===== config.mk =====
export PLATFORM = sky130hd
export DESIGN_NAME = pmc_power_mode_control
export DESIGN_NICKNAME = d
export VERILOG_FILES = /design/src/include/pmc_pkg.sv /design/src/design/pmc_power_mode_control.sv
export VERILOG_INCLUDE_DIRS = /design/src /design/src/include
export SDC_FILE = /design/constraint.sdc
export NUM_CORES = 1
export LEC_CHECK = 0
export ABC_AREA = 0
export BUFFER_PORTS_ARGS = -buffer_cell sky130_fd_sc_hd__buf_2
export CAP_MARGIN = 5
export CELL_PAD_IN_SITES_DETAIL_PLACEMENT = 0
export CELL_PAD_IN_SITES_GLOBAL_PLACEMENT = 1
export CORE_MARGIN = 2
export CORE_UTILIZATION = 39
export CTS_CLUSTER_SIZE = 8
export DETAILED_ROUTE_END_ITERATION = 16
export PLACE_DENSITY_LB_ADDON = 0.1
export SKIP_LAST_GASP = 1
export SYNTH_ARGS = -nofsm -noshare
export SYNTH_HDL_FRONTEND = slang
export SYNTH_SLANG_ARGS = --single-unit

===== constraint.sdc =====
create_clock -name CLK_SYS -period 2.2 [get_ports CLK_SYS]
set_input_delay 0.11 -clock CLK_SYS [delete_from_list [all_inputs] [get_ports CLK_SYS]]
set_output_delay 0.11 -clock CLK_SYS [all_outputs]
set_load 0.03 [all_outputs]

===== src/include/pmc_regs.svh =====
// Register offsets, field positions, reset values and timing counts of the power mode control block
`ifndef PMC_REGS_SVH
`define PMC_REGS_SVH

// Power mode request register, visible on every special-function page
`define PMC_PWR_REQ_ADDR 8'h87
`define PMC_PWR_REQ_RESET 8'h00
`define PMC_IDLE_BIT 0
`define PMC_STOP_BIT 1
`define PMC_FLAGS_LSB 2
`define PMC_FLAGS_MSB 7

// Fields of neighbouring registers that reach this block as plain signals
`define PMC_SUSPEND_BIT 5
`define PMC_STOP_REG_CFG_BIT 3

// Timing
`define PMC_CLK_PERIOD_NS 10
`define PMC_OSC_SETTLE_NS 1000
`define PMC_OSC_SETTLE_CYC ((`PMC_OSC_SETTLE_NS + `PMC_CLK_PERIOD_NS - 1) / `PMC_CLK_PERIOD_NS)

`endif


===== src/include/pmc_pkg.sv =====
// Types shared by the power mode control block
package pmc_pkg;

	typedef enum logic [2:0] {
		PMC_RUN,
		PMC_IDLE,
		PMC_STOP,
		PMC_SUSPEND,
		PMC_WAKE,
		PMC_RESET_SEQ
	} pmc_state_t;

	typedef struct packed {
		logic rd;
		logic wr;
		logic [7:0] addr;
		logic [7:0] wdata;
	} pmc_sfr_req_t;

	typedef struct packed {
		pmc_state_t st;
		logic stop_arm;
		logic idle_arm;
		logic susp_arm;
		logic reg_off;
		logic [5:0] gen_flags;
		logic [15:0] cnt;
		logic [1:0] pin_sync;
		logic [1:0] resume_sync;
		logic [7:0] rdata;
		logic cpu_clk_en;
		logic periph_clk_en;
		logic hfosc_en;
		logic hfosc_ready;
		logic reg_shutdown;
		logic core_reset;
		logic wake_irq;
	} pmc_regs_t;

endpackage


===== src/design/pmc_power_mode_control.sv =====
// Power mode control: idle, stop and suspend sequencing with the power mode request register
`timescale 1ns/1ps
`default_nettype none
`include "pmc_regs.svh"

// Functional notes
// [RULE_01] Stop request enters stop after instruction ends
// [RULE_02] Stop halts oscillator, CPU, peripherals; external untouched
// [RULE_03] Only reset leaves stop; restart at 0x0000
// [RULE_04] Enabled clock-loss timeout resets out of stop
// [RULE_05] Software disables clock-loss detector for long stops
// [RULE_06] Regulator off in stop only if configured first
// [RULE_07] Regulator off: only pin or power cycle reset
// [RULE_08] Suspend bit halts oscillator after instruction ends
// [RULE_09] Suspend keeps state; CPU runs on other clock
// [RULE_10] USB resume or any reset ends suspend
// [RULE_11] Wake on internal oscillator continues next instruction
// [RULE_12] Configured wake interrupt serviced right after wake
// [RULE_13] Reset out of suspend restarts at 0x0000
// [RULE_14] Bits 7:2 are six plain flags, reset zero
// [RULE_15] Stop and idle bits act on one, read zero
// [RULE_16] Idle gates CPU clock only, peripherals keep clocks
// [RULE_17] Register decoded at 0x87 on every page
// [RULE_18] Enabled interrupt clears idle and resumes CPU
// [RULE_19] Regulator config bit 3; zero keeps regulator on
// [RULE_20] Suspend exit restarts oscillator and waits settling
module pmc_power_mode_control (
	input wire logic CLK_SYS,
	input wire logic RESETN,
	input wire pmc_pkg::pmc_sfr_req_t SFR_REQ,
	output logic [7:0] SFR_RDATA,
	input wire logic INSTR_DONE,
	input wire logic SUSPEND_WR,
	input wire logic STOP_REG_CFG,
	input wire logic IRQ_PENDING,
	input wire logic WAKE_IRQ_EN,
	input wire logic SYSCLK_IS_HFOSC,
	input wire logic USB_RESUME,
	input wire logic RST_PIN_N,
	input wire logic OTHER_RST_REQ,
	input wire logic CLK_LOSS_EN,
	input wire logic CLK_LOSS_TIMEOUT,
	output logic CPU_CLK_EN,
	output logic PERIPH_CLK_EN,
	output logic HFOSC_EN,
	output logic HFOSC_READY,
	output logic REG_SHUTDOWN,
	output logic CORE_RESET,
	output logic WAKE_IRQ,
	output pmc_pkg::pmc_state_t POWER_MODE
);
	import pmc_pkg::*;

	localparam logic [15:0] SETTLE_LAST = 16'(`PMC_OSC_SETTLE_CYC - 1);

	pmc_regs_t r;
	pmc_regs_t n;
	logic pin_rst;
	logic soft_rst;
	logic any_rst;
	logic wr_hit;
	logic rd_hit;
	logic arm_wr;
	logic stop_req;
	logic idle_req;
	logic susp_req;

	always_comb begin
		n = r;
		// Two-flop pin synchronisers; logic reads only the second stage
		n.pin_sync = {r.pin_sync[0], RST_PIN_N};
		n.resume_sync = {r.resume_sync[0], USB_RESUME};
		pin_rst = !r.pin_sync[1];
		soft_rst = OTHER_RST_REQ | (CLK_LOSS_EN & CLK_LOSS_TIMEOUT); // RULE_04
		// With the regulator down only the pin reaches the core
		any_rst = pin_rst | (soft_rst & !r.reg_off); // RULE_07
		// Address alone selects the register, so every page sees it
		// Flags take any write of a running CPU, suspend included; mode requests only in run
		wr_hit = SFR_REQ.wr && (SFR_REQ.addr == `PMC_PWR_REQ_ADDR) && r.cpu_clk_en; // RULE_17
		rd_hit = SFR_REQ.rd && (SFR_REQ.addr == `PMC_PWR_REQ_ADDR); // RULE_17
		arm_wr = wr_hit && (r.st == PMC_RUN);
		n.rdata = rd_hit ? {r.gen_flags, 2'b00} : 8'h00; // RULE_15
		n.wake_irq = 1'b0;
		stop_req = r.stop_arm | (arm_wr & SFR_REQ.wdata[`PMC_STOP_BIT]); // RULE_15
		idle_req = r.idle_arm | (arm_wr & SFR_REQ.wdata[`PMC_IDLE_BIT]); // RULE_15
		susp_req = r.susp_arm | (SUSPEND_WR & (r.st == PMC_RUN));
		if (wr_hit) begin
			n.gen_flags = SFR_REQ.wdata[`PMC_FLAGS_MSB:`PMC_FLAGS_LSB]; // RULE_14
		end
		n.stop_arm = stop_req;
		n.idle_arm = idle_req;
		n.susp_arm = susp_req;
		unique case (r.st)
			PMC_RUN: begin
				// Requests take effect once the writing instruction ends
				if (INSTR_DONE) begin
					if (stop_req) begin
						n.st = PMC_STOP; // RULE_01
						n.reg_off = STOP_REG_CFG; // RULE_06 RULE_19
					end else if (idle_req) begin
						n.st = PMC_IDLE;
					end else if (susp_req) begin
						n.st = PMC_SUSPEND; // RULE_08
					end
					n.stop_arm = 1'b0;
					n.idle_arm = 1'b0;
					n.susp_arm = 1'b0;
				end
			end
			PMC_IDLE: begin
				if (IRQ_PENDING) begin
					n.st = PMC_RUN; // RULE_18
				end
			end
			PMC_STOP: begin
				// Nothing but a reset leaves stop
				n.st = PMC_STOP; // RULE_03
			end
			PMC_SUSPEND: begin
				if (r.resume_sync[1]) begin
					n.st = PMC_WAKE; // RULE_10
					n.cnt = 16'h0000;
				end
			end
			PMC_WAKE: begin
				// Oscillator restarted; hold its consumers until it settles
				n.cnt = r.cnt + 16'h0001; // RULE_20
				if (r.cnt == SETTLE_LAST) begin
					n.st = PMC_RUN; // RULE_11
					n.wake_irq = WAKE_IRQ_EN; // RULE_12
				end
			end
			PMC_RESET_SEQ: begin
				// Reset sequence also covers oscillator start-up
				n.cnt = r.cnt + 16'h0001;
				if (r.cnt == SETTLE_LAST) begin
					n.st = PMC_RUN;
				end
			end
		endcase
		if (any_rst) begin
			n.st = PMC_RESET_SEQ; // RULE_03 RULE_13
			n.cnt = 16'h0000;
			n.stop_arm = 1'b0;
			n.idle_arm = 1'b0;
			n.susp_arm = 1'b0;
			n.reg_off = 1'b0;
			n.gen_flags = 6'h00; // RULE_14
			n.wake_irq = 1'b0;
		end
		// Outputs follow the next state so they leave straight from flops
		n.core_reset = (n.st == PMC_RESET_SEQ); // RULE_03 RULE_13
		n.cpu_clk_en = (n.st == PMC_RUN) ||
			((n.st == PMC_SUSPEND || n.st == PMC_WAKE) && !SYSCLK_IS_HFOSC); // RULE_09 RULE_16
		n.periph_clk_en = (n.st != PMC_STOP); // RULE_02 RULE_16
		n.hfosc_en = (n.st != PMC_STOP) && (n.st != PMC_SUSPEND); // RULE_02 RULE_08 RULE_20
		n.hfosc_ready = (n.st == PMC_RUN) || (n.st == PMC_IDLE); // RULE_20
		n.reg_shutdown = (n.st == PMC_STOP) && n.reg_off; // RULE_06
	end

	always_ff @(posedge CLK_SYS) begin
		if (!RESETN) begin
			r.st <= PMC_RESET_SEQ;
			r.stop_arm <= 1'b0;
			r.idle_arm <= 1'b0;
			r.susp_arm <= 1'b0;
			r.reg_off <= 1'b0;
			r.gen_flags <= 6'h00;
			r.cnt <= 16'h0000;
			r.pin_sync <= 2'h3;
			r.resume_sync <= 2'h0;
			r.rdata <= `PMC_PWR_REQ_RESET;
			r.cpu_clk_en <= 1'b0;
			r.periph_clk_en <= 1'b1;
			r.hfosc_en <= 1'b1;
			r.hfosc_ready <= 1'b0;
			r.reg_shutdown <= 1'b0;
			r.core_reset <= 1'b1;
			r.wake_irq <= 1'b0;
		end else begin
			r <= n;
		end
	end

	assign SFR_RDATA = r.rdata;
	assign CPU_CLK_EN = r.cpu_clk_en;
	assign PERIPH_CLK_EN = r.periph_clk_en;
	assign HFOSC_EN = r.hfosc_en;
	assign HFOSC_READY = r.hfosc_ready;
	assign REG_SHUTDOWN = r.reg_shutdown;
	assign CORE_RESET = r.core_reset;
	assign WAKE_IRQ = r.wake_irq;
	assign POWER_MODE = r.st;
endmodule
`default_nettype wire


# ---- Yosys cells after proc, flatten, opt, wreduce, memory -nomap -nowiden
# Cells that the tools add are included.
dict set report totals {
  regBits 48
  input_bits 31
  out_inout_bits 18
  word_cells 82
}
dict set report classes {
  n_addsub 1
  eq_ne 15
  muxes 14
  n_bitwise 13
  n_reduce_logical 21
}
# cell count
set op_table {}
lappend op_table {{$pmux W16 S2} 1}
lappend op_table {{$mux W29} 1}
lappend op_table {{$mux W3} 6}
lappend op_table {{$add A16 B1 Y16 const B} 1}
lappend op_table {{$eq A16 B7 Y1 const B} 1}
lappend op_table {{$mux W16} 1}
lappend op_table {{$pmux W3 S5} 1}
lappend op_table {{$eq A3 B2 Y1 const B} 4}
lappend op_table {{$eq A3 B3 Y1 const B} 4}
lappend op_table {{$eq A8 B8 Y1 const B} 1}
lappend op_table {{$logic_and A1 B1 Y1} 7}
lappend op_table {{$mux W7} 1}
lappend op_table {{$eq A3 B1 Y1 const B} 2}
lappend op_table {{$logic_not A3 Y1} 2}
lappend op_table {{$mux W6} 1}
lappend op_table {{$ne A3 B2 Y1 const B} 2}
lappend op_table {{$and A1 B1 Y1} 5}
lappend op_table {{$or A1 B1 Y1} 5}
lappend op_table {{$mux W4} 1}
lappend op_table {{$reduce_and A2 Y1} 2}
lappend op_table {{$reduce_or A2 Y1} 2}
lappend op_table {{$reduce_or A4 Y1} 1}
lappend op_table {{$logic_not A1 Y1} 3}
lappend op_table {{$logic_or A1 B1 Y1} 3}
lappend op_table {{other kinds (4)} 6}

# ---- Depth between registers and ports, before layout
# Gate-level depths: netlist of run 1.
dict set report depth {
  depth_word 15
  mapped_depth 9
  ltp_nobuf 9
}

# ---- Least setup slack after synthesis of run 1
# OpenSTA, ideal clock, no wires.
dict set report synth_path {
  kind {flip-flop to flip-flop}
  start {register r, in the netlist POWER_MODE[2]}
  end {register r, in the netlist REG_SHUTDOWN}
  setup_ns 0.116
  t_arrival_ns 1.866
  t_required_ns 2.084
  path_slack_ns 0.218
  stages_incl_launch_ff 8
  n_path_buf 1
  period_less_slack_ns 1.982
  cell_sequence {dfxtp_1 clkbuf_2 or4b_1 o41a_1 o31ai_1 a41o_2 nor4_1 and3_2}
}
dict set report synth_via {
  elab_chain_cells 11
  elab_cells_between_ends 27
  cone_classes {eq/ne (6); mux (11); bitwise (6); reduce/logical (4)}
}
# element line
set synth_lines {}
lappend synth_lines {{from (decl)} pmc_power_mode_control.sv:56} ;# pmc_regs_t r;
lappend synth_lines {{from (signal assigned)} pmc_power_mode_control.sv:181} ;# r <= n;
lappend synth_lines {{$logic_not A3 Y1} {pmc_power_mode_control.sv:81, pmc_power_mode_control.sv:86, pmc_power_mode_control.sv:93}}
lappend synth_lines {{$and A1 B1 Y1 / $logic_and A1 B1 Y1 (equally long branches)} {pmc_power_mode_control.sv:86, pmc_power_mode_control.sv:81}}
lappend synth_lines {{$or A1 B1 Y1 / $and A1 B1 Y1 (equally long branches)} {pmc_power_mode_control.sv:86, pmc_power_mode_control.sv:85}}
lappend synth_lines {{$mux W3 / $or A1 B1 Y1 (equally long branches)} {pmc_power_mode_control.sv:102, pmc_power_mode_control.sv:85}}
lappend synth_lines {{$mux W3} pmc_power_mode_control.sv:100} ;# end else if (idle_req) begin
lappend synth_lines {{$mux W3} pmc_power_mode_control.sv:97} ;# if (stop_req) begin
lappend synth_lines {{$mux W7} pmc_power_mode_control.sv:96} ;# if (INSTR_DONE) begin
lappend synth_lines {{$pmux W3 S5} pmc_power_mode_control.sv:93} ;# unique case (r.st)
lappend synth_lines {{$mux W29 *} pmc_power_mode_control.sv:141} ;# if (any_rst) begin
lappend synth_lines {{$eq A3 B2 Y1} pmc_power_mode_control.sv:158} ;# n.reg_shutdown = (n.st == PMC_STOP) && n.reg_off;
lappend synth_lines {{$logic_and A1 B1 Y1 *} pmc_power_mode_control.sv:158}
# Mark *: on every way between the ends. The rest lies on a longest branch, timed or not.
# A chain may end at the register's enable or synchronous reset.

# ---- Worst setup path in the final report of run 1
# Ends and elaborated chain as after synthesis.

==> results of run 1 <==
## per-stage QoR
step | cells | area (sq um) | power [uW]
final | 361 | 2540 | 1430
after detailed placement | 351 | 2420 | 925
after CTS | 360 | 2530 | 1460
after global placement | 351 | 2420 | 924
after global routing | 361 | 2540 | 1490
after floorplan | 243 | 2140 | 890
## layer usage
metal,global-route usage,up-vias
met1,0.230,834
met4,0.0526,0
met2,0.264,49
li1,-,944
met3,0.0326,5
met5,0,-
## layout make-up
cell class,count,area [sq um]
multi-input cells,168,1060
clock buffers,6,82.6
well taps,70,87.6
repair buffers,60,338
fillers,524,2670
clock inverters,2,12.5
inverters,9,33.8
flip-flops and latches,46,921
## placed cells by master, fill, tap and decap left out, types with 2 or more instances in the layout
cell | netlist | routed
a211oi_1 | 2 | 2
inv_1 | 9 | 9
nand2_1 | 20 | 20
o21ai_0 | 11 | 10
and2_1 | 11 | 11
nand4_1 | 3 | 3
or2_2 | 2 | 2
nor2_1 | 28 | 28
or3_1 | 2 | 2
nand2b_1 | 2 | 2
and3_1 | 5 | 5
nor3_2 | 1 | 2
clkbuf_8 | 0 | 6
nand3_1 | 11 | 11
and4b_1 | 2 | 2
nor3_1 | 6 | 5
buf_2 | 0 | 46
o21a_1 | 2 | 2
o31ai_1 | 2 | 2
and4_1 | 3 | 3
nor4_1 | 2 | 2
dfxtp_1 | 46 | 46
conb_1 | 1 | 2
nor4b_1 | 2 | 2
mux2i_1 | 7 | 7
buf_4 | 12 | 13
o211ai_1 | 3 | 3
a21oi_1 | 7 | 7
nor2b_1 | 3 | 3
a31oi_1 | 3 | 3
mux2_2 | 5 | 5
a311oi_1 | 4 | 4
## synthesized netlist by cell type, types with 3 or more instances
cell,n,area share
buf_4,12,0.042
a21oi_1,7,0.016
and4_1,3,0.012
and3_1,5,0.015
a311oi_1,4,0.016
inv_1,9,0.016
mux2i_1,7,0.033
and2_1,11,0.032
nor2b_1,3,0.0088
nor3_1,6,0.014
nand3_1,11,0.026
o21ai_0,11,0.026
nor2_1,28,0.049
nand4_1,3,0.0088
clkbuf_1,7,0.012
o211ai_1,3,0.011
dfxtp_1,46,0.43
nand2_1,20,0.035
a31oi_1,3,0.0088
mux2_2,5,0.026
## power by group
| part | internal (uW) | leakage, uW | switching, uW |
|---|---|---|---|
| Clock | 253 | 0.0000472 | 276 |
| Combinational | 32.9 | 0.000596 | 34.2 |
| Sequential | 836 | 0.000372 | 2.35 |
## what timing repair did
item / in CTS / in global routing
setup buffers: 0 / 1
hold buffers: 1 / 0
endpoints found under the setup margin: 0 / 1
gates resized for setup: 0 / 2
hold endpoints to repair: 1 / 0
## worst register-to-register path, stage by stage (launching register included)
cell     delay (ns)
dfxtp_1        0.37
or4b_1         0.53
o41a_1         0.38
o31ai_1        0.10
a41o_2         0.29
nor4_1         0.06
and3_2         0.21
## registers in the layout, indices dropped and copies added, names as in the netlist
| signal | flops |
|---|---|
| CORE_RESET | 1 |
| HFOSC_EN | 1 |
| CPU_CLK_EN | 1 |
| PERIPH_CLK_EN | 1 |
| r | 28 |
| POWER_MODE | 3 |
| WAKE_IRQ | 1 |
| REG_SHUTDOWN | 1 |
| SFR_RDATA | 6 |
| HFOSC_READY | 1 |
| n | 2 |
## cell families (layout without fill, tap and decap cells)
| family | Yosys count | after routing | synth area share |
|---|---|---|---|
| flops | 46 | 46 | 0.432 |
| fa+ha+maj | 1 | 1 | 0.00587 |
| other cells | 1 | 2 | 0.00176 |
| compound gates | 42 | 42 | 0.141 |
| mux | 12 | 12 | 0.0593 |
| buf+inv | 29 | 77 | 0.0728 |
| simple gates | 111 | 111 | 0.288 |
## final timing paths
check	cells after the start	to	slack, ns	startpoint
min reg2reg	1	r[18]	0.42	n[18]
min	2	n[16]	0.02	USB_RESUME
max	6	REG_SHUTDOWN	0.15	POWER_MODE[2]
max reg2reg	6	REG_SHUTDOWN	0.15	POWER_MODE[2]
==> impl_results.md, run 1 <==
- Status: finished clean
- Die area: 6070 sq um
- CTS tree: yes
- Wire length of the first global-routing pass: 8.02 mm
- GRT Total Usage: 0.167
- Final setup viols: 0
- CTS buffer count: 5
- Clock Latency Late Sink: 0.29 ns
- Routed len/inst: approximately 14 microns
- Floorplan row count: 26
- Largest net degree at the start of global routing: 25
- Crit path buf inv count: 0
- CTS sink cnt: 46
- Final wirelength: 4.91 mm
- Initial antenna violation count: 0
- Netlist cell types: 49
- Slowest stage delay, CP: ~0.53 ns
- Critical Path Slowest Stage Cell: or4b_1
- Drt first pass iters: 4
- Core Box Area: approximately 5200 sq um
- Final period util: 0.931
- Final setup margin: 0.153 ns
- Critical path required time: 2.39 ns
- Met2 wire len: ~2.1 mm
- Fin nets: between 300 and 400
- Clk slew on worst S/H paths: 0.09 ns
- Leak Pwr: roughly 0.0010 uW
- IO Pins: 49
- Final ANT Viol Nets: 0
- Final Core Density: 0.488
- Sequential fraction of the synthesis area: 0.432
- GR Overflow Total: 0
- Worst setup EP type: register
- Longest Clk Path Bufs: 2
- Minimum clock period: 2.05 ns
- Vias/cell: 5.07
- HPWL after DPL: ~3.6 mm
- Post-Syn Instances: 242
- Syn Area/Cell: 8.81 sq um
- Starting Density: 0.410
- VDD IR-drop max: roughly 0.31 mV
- Minimum hold slack: roughly 0.020 ns
- DR vias: around 1800
- Setup TNS: 0 ns
- Max_slew headroom: 0.638
- Yosys reg bits: 46
- Max Slew Vio Count: 0
- Input/output buffers: 46
- Max cap viols: 0
- WL met1: 2.54 mm
- Area Overhead vs Synth: 19.1%
- Yosys warns: 0
- Die Y: 77.9 microns
- RSZ-0062 raised after global routing: no
- Critical-path cell list: or4b_1 > o41a_1 > o31ai_1 > a41o_2 > nor4_1 > and3_2
- Hold Crit Class: input pin to register
- Top Layer Used: met4
- Initial drt markers: 89
- Die W: around 78 microns
- Worst Skew: between 0.006 and 0.007 ns
- Worst path top cell family by delay: simple AND/OR/NAND/NOR gates
- Least-Margin Pin Slew: 0.539 ns
- Number of flops mapped to enable cells by yosys: 0
- Fmax: 488 MHz
- Fin. Hold Viols: 0
- Vias in the first global route: 1746
- Power per Cell Area: 565 nW/um^2
- CP Launch Type: register
- Synth Cell Area: 2130 sq um
- # DRC: 0
- Routability Congestion: about 0.90
- Clock root cell: clkbuf_8
- Htree depth: 2
- Async SR Flop Fraction: 0
- Metal3 WL: 197 microns
- Share of cells above drive strength 1: 0.292
- Crit Path Max Fanout: 5
- Top_reg_cell synth: dfxtp_1
- Kind of critical path: register to register
- Number of antenna diodes: 0
- DP Worst Slack: 0.0907 ns
- Crit path DAT: 2.24 ns
No activity file was read; power rests on OpenSTA's default activity.
==> run 2: changes to the inputs <==
--- a/config.mk
+++ b/config.mk
@@ -15,7 +15,7 @@
 export CORE_UTILIZATION = 39
 export CTS_CLUSTER_SIZE = 8
 export DETAILED_ROUTE_END_ITERATION = 16
-export PLACE_DENSITY_LB_ADDON = 0.1
+export PLACE_DENSITY = 0.8
 export SKIP_LAST_GASP = 1
 export SYNTH_ARGS = -nofsm -noshare
 export SYNTH_HDL_FRONTEND = slang
==> constraint.sdc (replaced) <==
create_clock -name CLK_SYS -period 2.3 [get_ports CLK_SYS]
set_input_delay 0.115 -clock CLK_SYS [delete_from_list [all_inputs] [get_ports CLK_SYS]]
set_output_delay 0.115 -clock CLK_SYS [all_outputs]
set_load 0.03 [all_outputs]
==> run 2 against run 1 <==
  * Sequential share of layout area increased by 0.32 points
  * Cell area fell by 0.89%
  * Via count down 0.55%
  * Non-clock buffer count is 5 lower
  * Die area stayed put
  * Clock power grew 13%
  * Largest power group unchanged
==> impl_results.md, run 2 (synthesis results as in run 1) <==
- Drt first pass iters: 4 (unchanged)
- Largest register by flop count: r (unchanged)
- Wire length of the first global-routing pass: 7.95 mm (was 8.02 mm)
- Area Overhead vs Synth: 18.1% (was 19.1%)
- VDD IR-drop max: 0.341 mV (was 0.314 mV)
- Clk slew on worst S/H paths: 0.09 ns (about the same)
- Clk network pwr share: 0.408 (was 0.368)
- # DRC: 0 (unchanged)
- Final setup viols: 0 (unchanged)
- Worst setup EP type: register (unchanged)
- Max Slew Vio Count: 0 (unchanged)
- Final wirelength: 4.67 mm (was 4.91 mm)
- Number of antenna diodes: 0 (unchanged)
- WHS Path Cells: 2 (unchanged)
- CTS sink cnt: 46 (unchanged)
- DP Worst Slack: 0.178 ns (was 0.0907 ns)
- Reg-to-reg slack, setup: 0.23 ns (was 0.15 ns)
- Routed len/inst: 13.1 microns (was 13.6 microns)
- Crit Path Max Fanout: 4 (was 5)
- Vias in the first global route: 1724 (was 1746)
- Fin. Hold Viols: 0 (unchanged)
- Share of cells above drive strength 1: 0.276 (was 0.292)
- Multi-input logic area: 1060 sq um (unchanged)
- Register area: 921 sq um (unchanged)
- Longest Clk Path Bufs: 2 (unchanged)
- Reg-to-reg startpoint: r[19] (was POWER_MODE[2])
- DR vias: 1822 (was 1832)
- Routability Congestion: 0.896 (was 0.904)
- Sequential share of power: 0.549 (was 0.585)
- Non-filler cells, final: 356 (was 361)
- CTS tree: yes (unchanged)
- Combinational group share of total power: 0.043 (was 0.047)
- Net switching power figure: 308 uW (was 312 uW)
- Most frequent cells in the layout: dfxtp_1 (46), buf_2 (46), nor2_1 (28), nand2_1 (20) (was dfxtp_1 (46), buf_2 (46), nor2_1 (28), nand2_1 (20), buf_4 (13))
- Reg2Reg Depth: 9 (was 6)
- Power per Cell Area: 581 nW/um^2 (was 565 nW/um^2)
- Core Box Area: 5200 sq um (unchanged)
- GR Overflow Total: 0 (unchanged)
- IO Pins: 49 (unchanged)
- Crit path DAT: 2.29 ns (was 2.24 ns)
- Final ANT Viol Nets: 0 (unchanged)
- Clock Latency Late Sink: 0.30 ns (was 0.29 ns)
- Minimum hold slack: 0.0135 ns (was 0.0197 ns)
- Hold Startpoint: USB_RESUME (unchanged)
- Pint: 1150 uW (was 1120 uW)
- # placed instances: 347 (was 351)
- Worst Skew: 0.00903 ns (was 0.00661 ns)
- Sw Share: 0.211 (was 0.218)
- GRT Total Usage: 0.164 (was 0.167)
- Kind of critical path: register to register (unchanged)
- Floorplan row count: 26 (unchanged)
- Starting Density: 0.410 (unchanged)
- Vias/cell: 5.12 (was 5.07)
- Final setup margin: 0.226 ns (was 0.153 ns)
- Largest register FFs: 28 (unchanged)
- Minimum clock period: 2.07 ns (was 2.05 ns)
- Hold Crit Endpoint: n[16] (unchanged)
- Leak Pwr: 0.000992 uW (was 0.00101 uW)
- Clock root cell: clkbuf_8 (unchanged)
- Htree depth: 2 (unchanged)
- # fillers: 531 (was 524)
- Largest net degree at the start of global routing: 25 (unchanged)
- Fmax: 482 MHz (was 488 MHz)
- Critical path required time: 2.51 ns (was 2.39 ns)
- Input/output buffers: 46 (unchanged)
- Initial drt markers: 101 (was 89)
- Fin nets: 317 (was 322)
- Max cap viols: 0 (unchanged)
- Final period util: 0.902 (was 0.931)
- Max_slew headroom: 0.534 (was 0.638)
- Die area: 6070 sq um (unchanged)
- Critical path launch point: r[19] (was POWER_MODE[2])
- Die W: 77.9 microns (unchanged)
- Setup TNS: 0 ns (unchanged)
- Status: finished clean (unchanged)
- Capturing point of the worst reg2reg path: CPU_CLK_EN (was REG_SHUTDOWN)
- Initial antenna violation count: 0 (unchanged)
- Hold Crit Class: input pin to register (unchanged)
- CP Launch Type: register (unchanged)
- Least-Margin Pin Slew: 0.692 ns (was 0.539 ns)
- Die Y: 77.9 microns (unchanged)
- CTS buffer count: 5 (unchanged)
- RSZ-0062 raised after global routing: no (unchanged)
- HPWL after DPL: 3.39 mm (was 3.64 mm)
[run 2: cell types whose count changed in the layout (fill, tap and decap cells not counted), sizes merged]
cell,before,now
bufinv,0,1
clkinv,1,0
buf,59,54
[run 2: through the flow]
step | instance area (sq um) | power (uW) | utilization
6_report | 2520 | 1460 | 0.484
3_5_place_dp | 2390 | 883 | 0.460
2_1_floorplan | 2140 | 851 | -
5_1_grt | 2520 | 1510 | 0.484
4_1_cts | 2510 | 1480 | 0.483
3_3_place_gp | 2390 | 882 | 0.460
[run 2: critical path, stage by stage (launching register included)]
cell and delay, ns:
dfxtp_1 0.36, ha_1 0.21, nor4b_1 0.25, and4_1 0.28
o21ai_0 0.17, nor3_2 0.26, inv_1 0.08, nor2_1 0.12
inv_1 0.08, o41ai_2 0.19
[run 2: repair_timing]
item / 4_1_cts / 5_1_grt
endpoints found under the hold margin: 1 / 0
resized for setup: 0 / 1
hold buffers: 1 / 0
setup endpoints to repair: 0 / 1
setup buffers: 0 / 0
[run 2: worst max path at each step]
stage | end | slack [ns]
final | CPU_CLK_EN | 0.23
after global routing | CPU_CLK_EN | 0.007
after floorplan | REG_SHUTDOWN | 0.32
after detailed placement | CPU_CLK_EN | 0.18
after CTS | CPU_CLK_EN | 0.14
after global placement | CPU_CLK_EN | 0.21
[run 2: cell type report]
cell class,count,area share
multi-input combinational,168,0.423
sequential,46,0.366
timing repair buffer,55,0.119
tap,70,0.0348
clock buffer,6,0.0288
clock inverter,2,0.0149
inverter,9,0.0134
[run 2: power by group through the flow]
stage | Combinational [uW] | Sequential (uW) | Clock (uW)
final | 63.1 | 802 | 597
after global routing | 71.3 | 803 | 636
after CTS | 63.8 | 802 | 609
after detailed placement | 62.0 | 821 | 0
after global placement | 60.7 | 821 | 0
after floorplan | 30.4 | 821 | 0
[run 2: metal layers]
metal | part of all wire | vias up | global-route usage
met5 | 0 | - | 0
met4 | 0.016 | 0 | 0.0719
met3 | 0.061 | 8 | 0.0430
met2 | 0.41 | 57 | 0.240
met1 | 0.51 | 820 | 0.226
li1 | - | 937 | -
==> run 3: changes to the inputs <==
--- a/config.mk
+++ b/config.mk
@@ -12,10 +12,10 @@
 export CELL_PAD_IN_SITES_DETAIL_PLACEMENT = 0
 export CELL_PAD_IN_SITES_GLOBAL_PLACEMENT = 1
 export CORE_MARGIN = 2
-export CORE_UTILIZATION = 39
+export CORE_UTILIZATION = 42
 export CTS_CLUSTER_SIZE = 8
 export DETAILED_ROUTE_END_ITERATION = 16
-export PLACE_DENSITY = 0.8
+export PLACE_DENSITY = 0.85
 export SKIP_LAST_GASP = 1
 export SYNTH_ARGS = -nofsm -noshare
 export SYNTH_HDL_FRONTEND = slang
==> constraint.sdc (replaced) <==
create_clock -name CLK_SYS -period 2.6 [get_ports CLK_SYS]
set_input_delay 0.13 -clock CLK_SYS [delete_from_list [all_inputs] [get_ports CLK_SYS]]
set_output_delay 0.13 -clock CLK_SYS [all_outputs]
set_load 0.03 [all_outputs]
==> run 3 against run 2 <==
  * Total power decreased by 12%
  * Core utilization increased by 2.6 points
  * Combinational power decreased by 16%
  * Critical path depth unchanged
  * Critical path type unchanged
  * Highest routed layer unchanged
  * Die area decreased by 6.8%
  * Largest cell class unchanged
  * Cell area decreased by 2.5%
==> impl_results.md, run 3 (synthesis results as in run 1) <==
- Crit Path Max Fanout: 4 (unchanged)
- Kind of critical path: register to register (unchanged)
- Critical Path Slowest Stage Cell: dfxtp_1 (unchanged)
- GR Overflow Total: 0 (unchanged)
- Most frequent cells in the layout: dfxtp_1 (46), buf_2 (46), nor2_1 (28), nand2_1 (20) (unchanged)
- CTS buffer count: 5 (unchanged)
- Max cap viols: 0 (unchanged)
- Fin. Hold Viols: 0 (unchanged)
- GRT Total Usage: 0.175 (was 0.164)
- Area Overhead vs Synth: 15.1% (was 18.1%)
- RSZ-0062 raised after global routing: no (unchanged)
- Reg2Reg Depth: 9 (unchanged)
- Status: finished clean (unchanged)
- # DRC: 0 (unchanged)
- Reg-to-reg slack, setup: 0.39 ns (was 0.23 ns)
- Post-cts gate resize count: 0 (unchanged)
- Share of cells above drive strength 1: 0.258 (was 0.276)
- Max_slew headroom: 0.569 (was 0.534)
- Fmax: 452 MHz (was 482 MHz)
- Drt first pass iters: 4 (unchanged)
- Largest register by flop count: r (unchanged)
- Least-Margin Pin Slew: 0.639 ns (was 0.692 ns)
- CP most frequent cell: inv_1 (unchanged)
- Clock Latency Late Sink: 0.30 ns (about the same)
- DR vias: 1785 (was 1822)
- Die W: 75.3 microns (was 77.9 microns)
- Minimum hold slack: 0.0175 ns (was 0.0135 ns)
- Floorplan row count: 25 (was 26)
- CTS Hold Bufs: 0 (was 1)
- Core Box Area: 4820 sq um (was 5200 sq um)
- Crit path capture: CPU_CLK_EN (unchanged)
- Worst setup EP type: register (unchanged)
- Capturing point of the worst reg2reg path: CPU_CLK_EN (unchanged)
- Clk slew on worst S/H paths: 0.08 ns (was 0.09 ns)
- Die Y: 75.3 microns (was 77.9 microns)
- Register area: 921 sq um (unchanged)
- Worst Skew: 0.00529 ns (was 0.00903 ns)
- Routed len/inst: 13.1 microns (about the same)
- CTS tree: yes (unchanged)
- IO Pins: 49 (unchanged)
- Critical path required time: 2.81 ns (was 2.51 ns)
- Final wirelength: 4.54 mm (was 4.67 mm)
- Vias/cell: 5.16 (was 5.12)
- Critical path launch point: r[19] (unchanged)
- Post-CTS Setup Repair Bufs: 0 (unchanged)
- Input/output buffers: 46 (unchanged)
- Largest register FFs: 28 (unchanged)
- Largest net degree at the start of global routing: 24 (was 25)
- Final period util: 0.852 (was 0.902)
- Crit path DAT: 2.42 ns (was 2.29 ns)
- Vias in the first global route: 1658 (was 1724)
- Final ANT Viol Nets: 0 (unchanged)
- Number of antenna diodes: 0 (unchanged)
- Minimum clock period: 2.21 ns (was 2.07 ns)
- Leak Pwr: 0.000959 uW (was 0.000992 uW)
- Slowest stage delay, CP: 0.36 ns (about the same)
- Clock root cell: clkbuf_8 (unchanged)
- Hold Startpoint: RST_PIN_N (was USB_RESUME)
- Initial drt markers: 91 (was 101)
- CTS sink cnt: 46 (unchanged)
- VDD IR-drop max: 0.301 mV (was 0.341 mV)
- Reg-to-reg startpoint: r[19] (unchanged)
- Starting Density: 0.443 (was 0.410)
- Initial antenna violation count: 0 (unchanged)
- Routability Congestion: 0.880 (was 0.896)
- Die area: 5660 sq um (was 6070 sq um)
- Multi-input logic area: 1060 sq um (about the same)
- # fillers: 489 (was 531)
- Power per Cell Area: 525 nW/um^2 (was 581 nW/um^2)
- CP Launch Type: register (unchanged)
- HPWL after DPL: 3.32 mm (was 3.39 mm)
- Fin nets: 310 (was 317)
- Hold Crit Class: input pin to register (unchanged)
- Htree depth: 2 (unchanged)
- Final setup viols: 0 (unchanged)
- Max Slew Vio Count: 0 (unchanged)
- Longest Clk Path Bufs: 2 (unchanged)
- Wire length of the first global-routing pass: 7.53 mm (was 7.95 mm)
- Critical-path cell list: ha_1 > nor4b_1 > and4_1 > o21ai_0 > nor3_1 > inv_1 > nor2_1 > inv_1 > o41ai_2 (was ha_1 > nor4b_1 > and4_1 > o21ai_0 > nor3_2 > inv_1 > nor2_1 > inv_1 > o41ai_2)
- Setup TNS: 0 ns (unchanged)
==> run 3: cell types whose count changed in the layout (fill, tap and decap cells not counted) <==
cell and delta:
nor3_1 +1, buf_4 -6, nor3_2 -1, dlygate4sd3_1 -1
==> run 3: how the worst min path moves through the flow <==
stage	end	slack, ns	cells after the start
after floorplan	n[18]	0.20	1
after global routing	n[18]	0.03	2
after detailed placement	n[18]	0.33	2
after CTS	n[18]	0.007	2
after global placement	n[18]	0.31	2
final	n[18]	0.02	2
==> run 3: cell type report <==
type / count / area share
repair buffers: 48 / 0.0999
clock buffers: 6 / 0.0296
flip-flops and latches: 46 / 0.375
clock inverters: 2 / 0.0153
well taps: 67 / 0.0342
multi-input cells: 168 / 0.432
inverters: 9 / 0.0138
==> run 3: power by group <==
part	leakage (uW)	switching [uW]	internal [uW]
Clock	0.0000514	238	287
Sequential	0.000372	1.92	708
Combinational	0.000536	27.7	25.5
Total	0.000959	268	1020
==> run 3: critical path, delay by kind of cell (launching register included) <==
kind	cells	cell delay [ns]
AOI/OAI and AO/OA	2	0.37
adders and majority gates	1	0.20
buffers and inverters	2	0.17
DFF	1	0.36
and+or+nand+nor	4	1.04
==> run 3: per-stage QoR <==
stage          power (uW)  instance area (sq um)  worst slack (ns)  std cells   util
2_1_floorplan         753                   2140             0.618        243      -
3_3_place_gp          780                   2340             0.505        338  0.486
3_5_place_dp          780                   2340             0.413        338  0.486
4_1_cts              1310                   2450             0.383        346  0.509
5_1_grt              1340                   2450             0.158        346  0.509
6_report             1290                   2450             0.386        346  0.509
==> run 3: metal layers <==
metal / vias up / part of all wire / track usage
li1: 917 / - / -
met1: 815 / 0.48 / 0.231
met2: 47 / 0.45 / 0.281
met3: 6 / 0.056 / 0.0455
met4: 0 / 0.014 / 0.0585
met5: - / 0 / 0
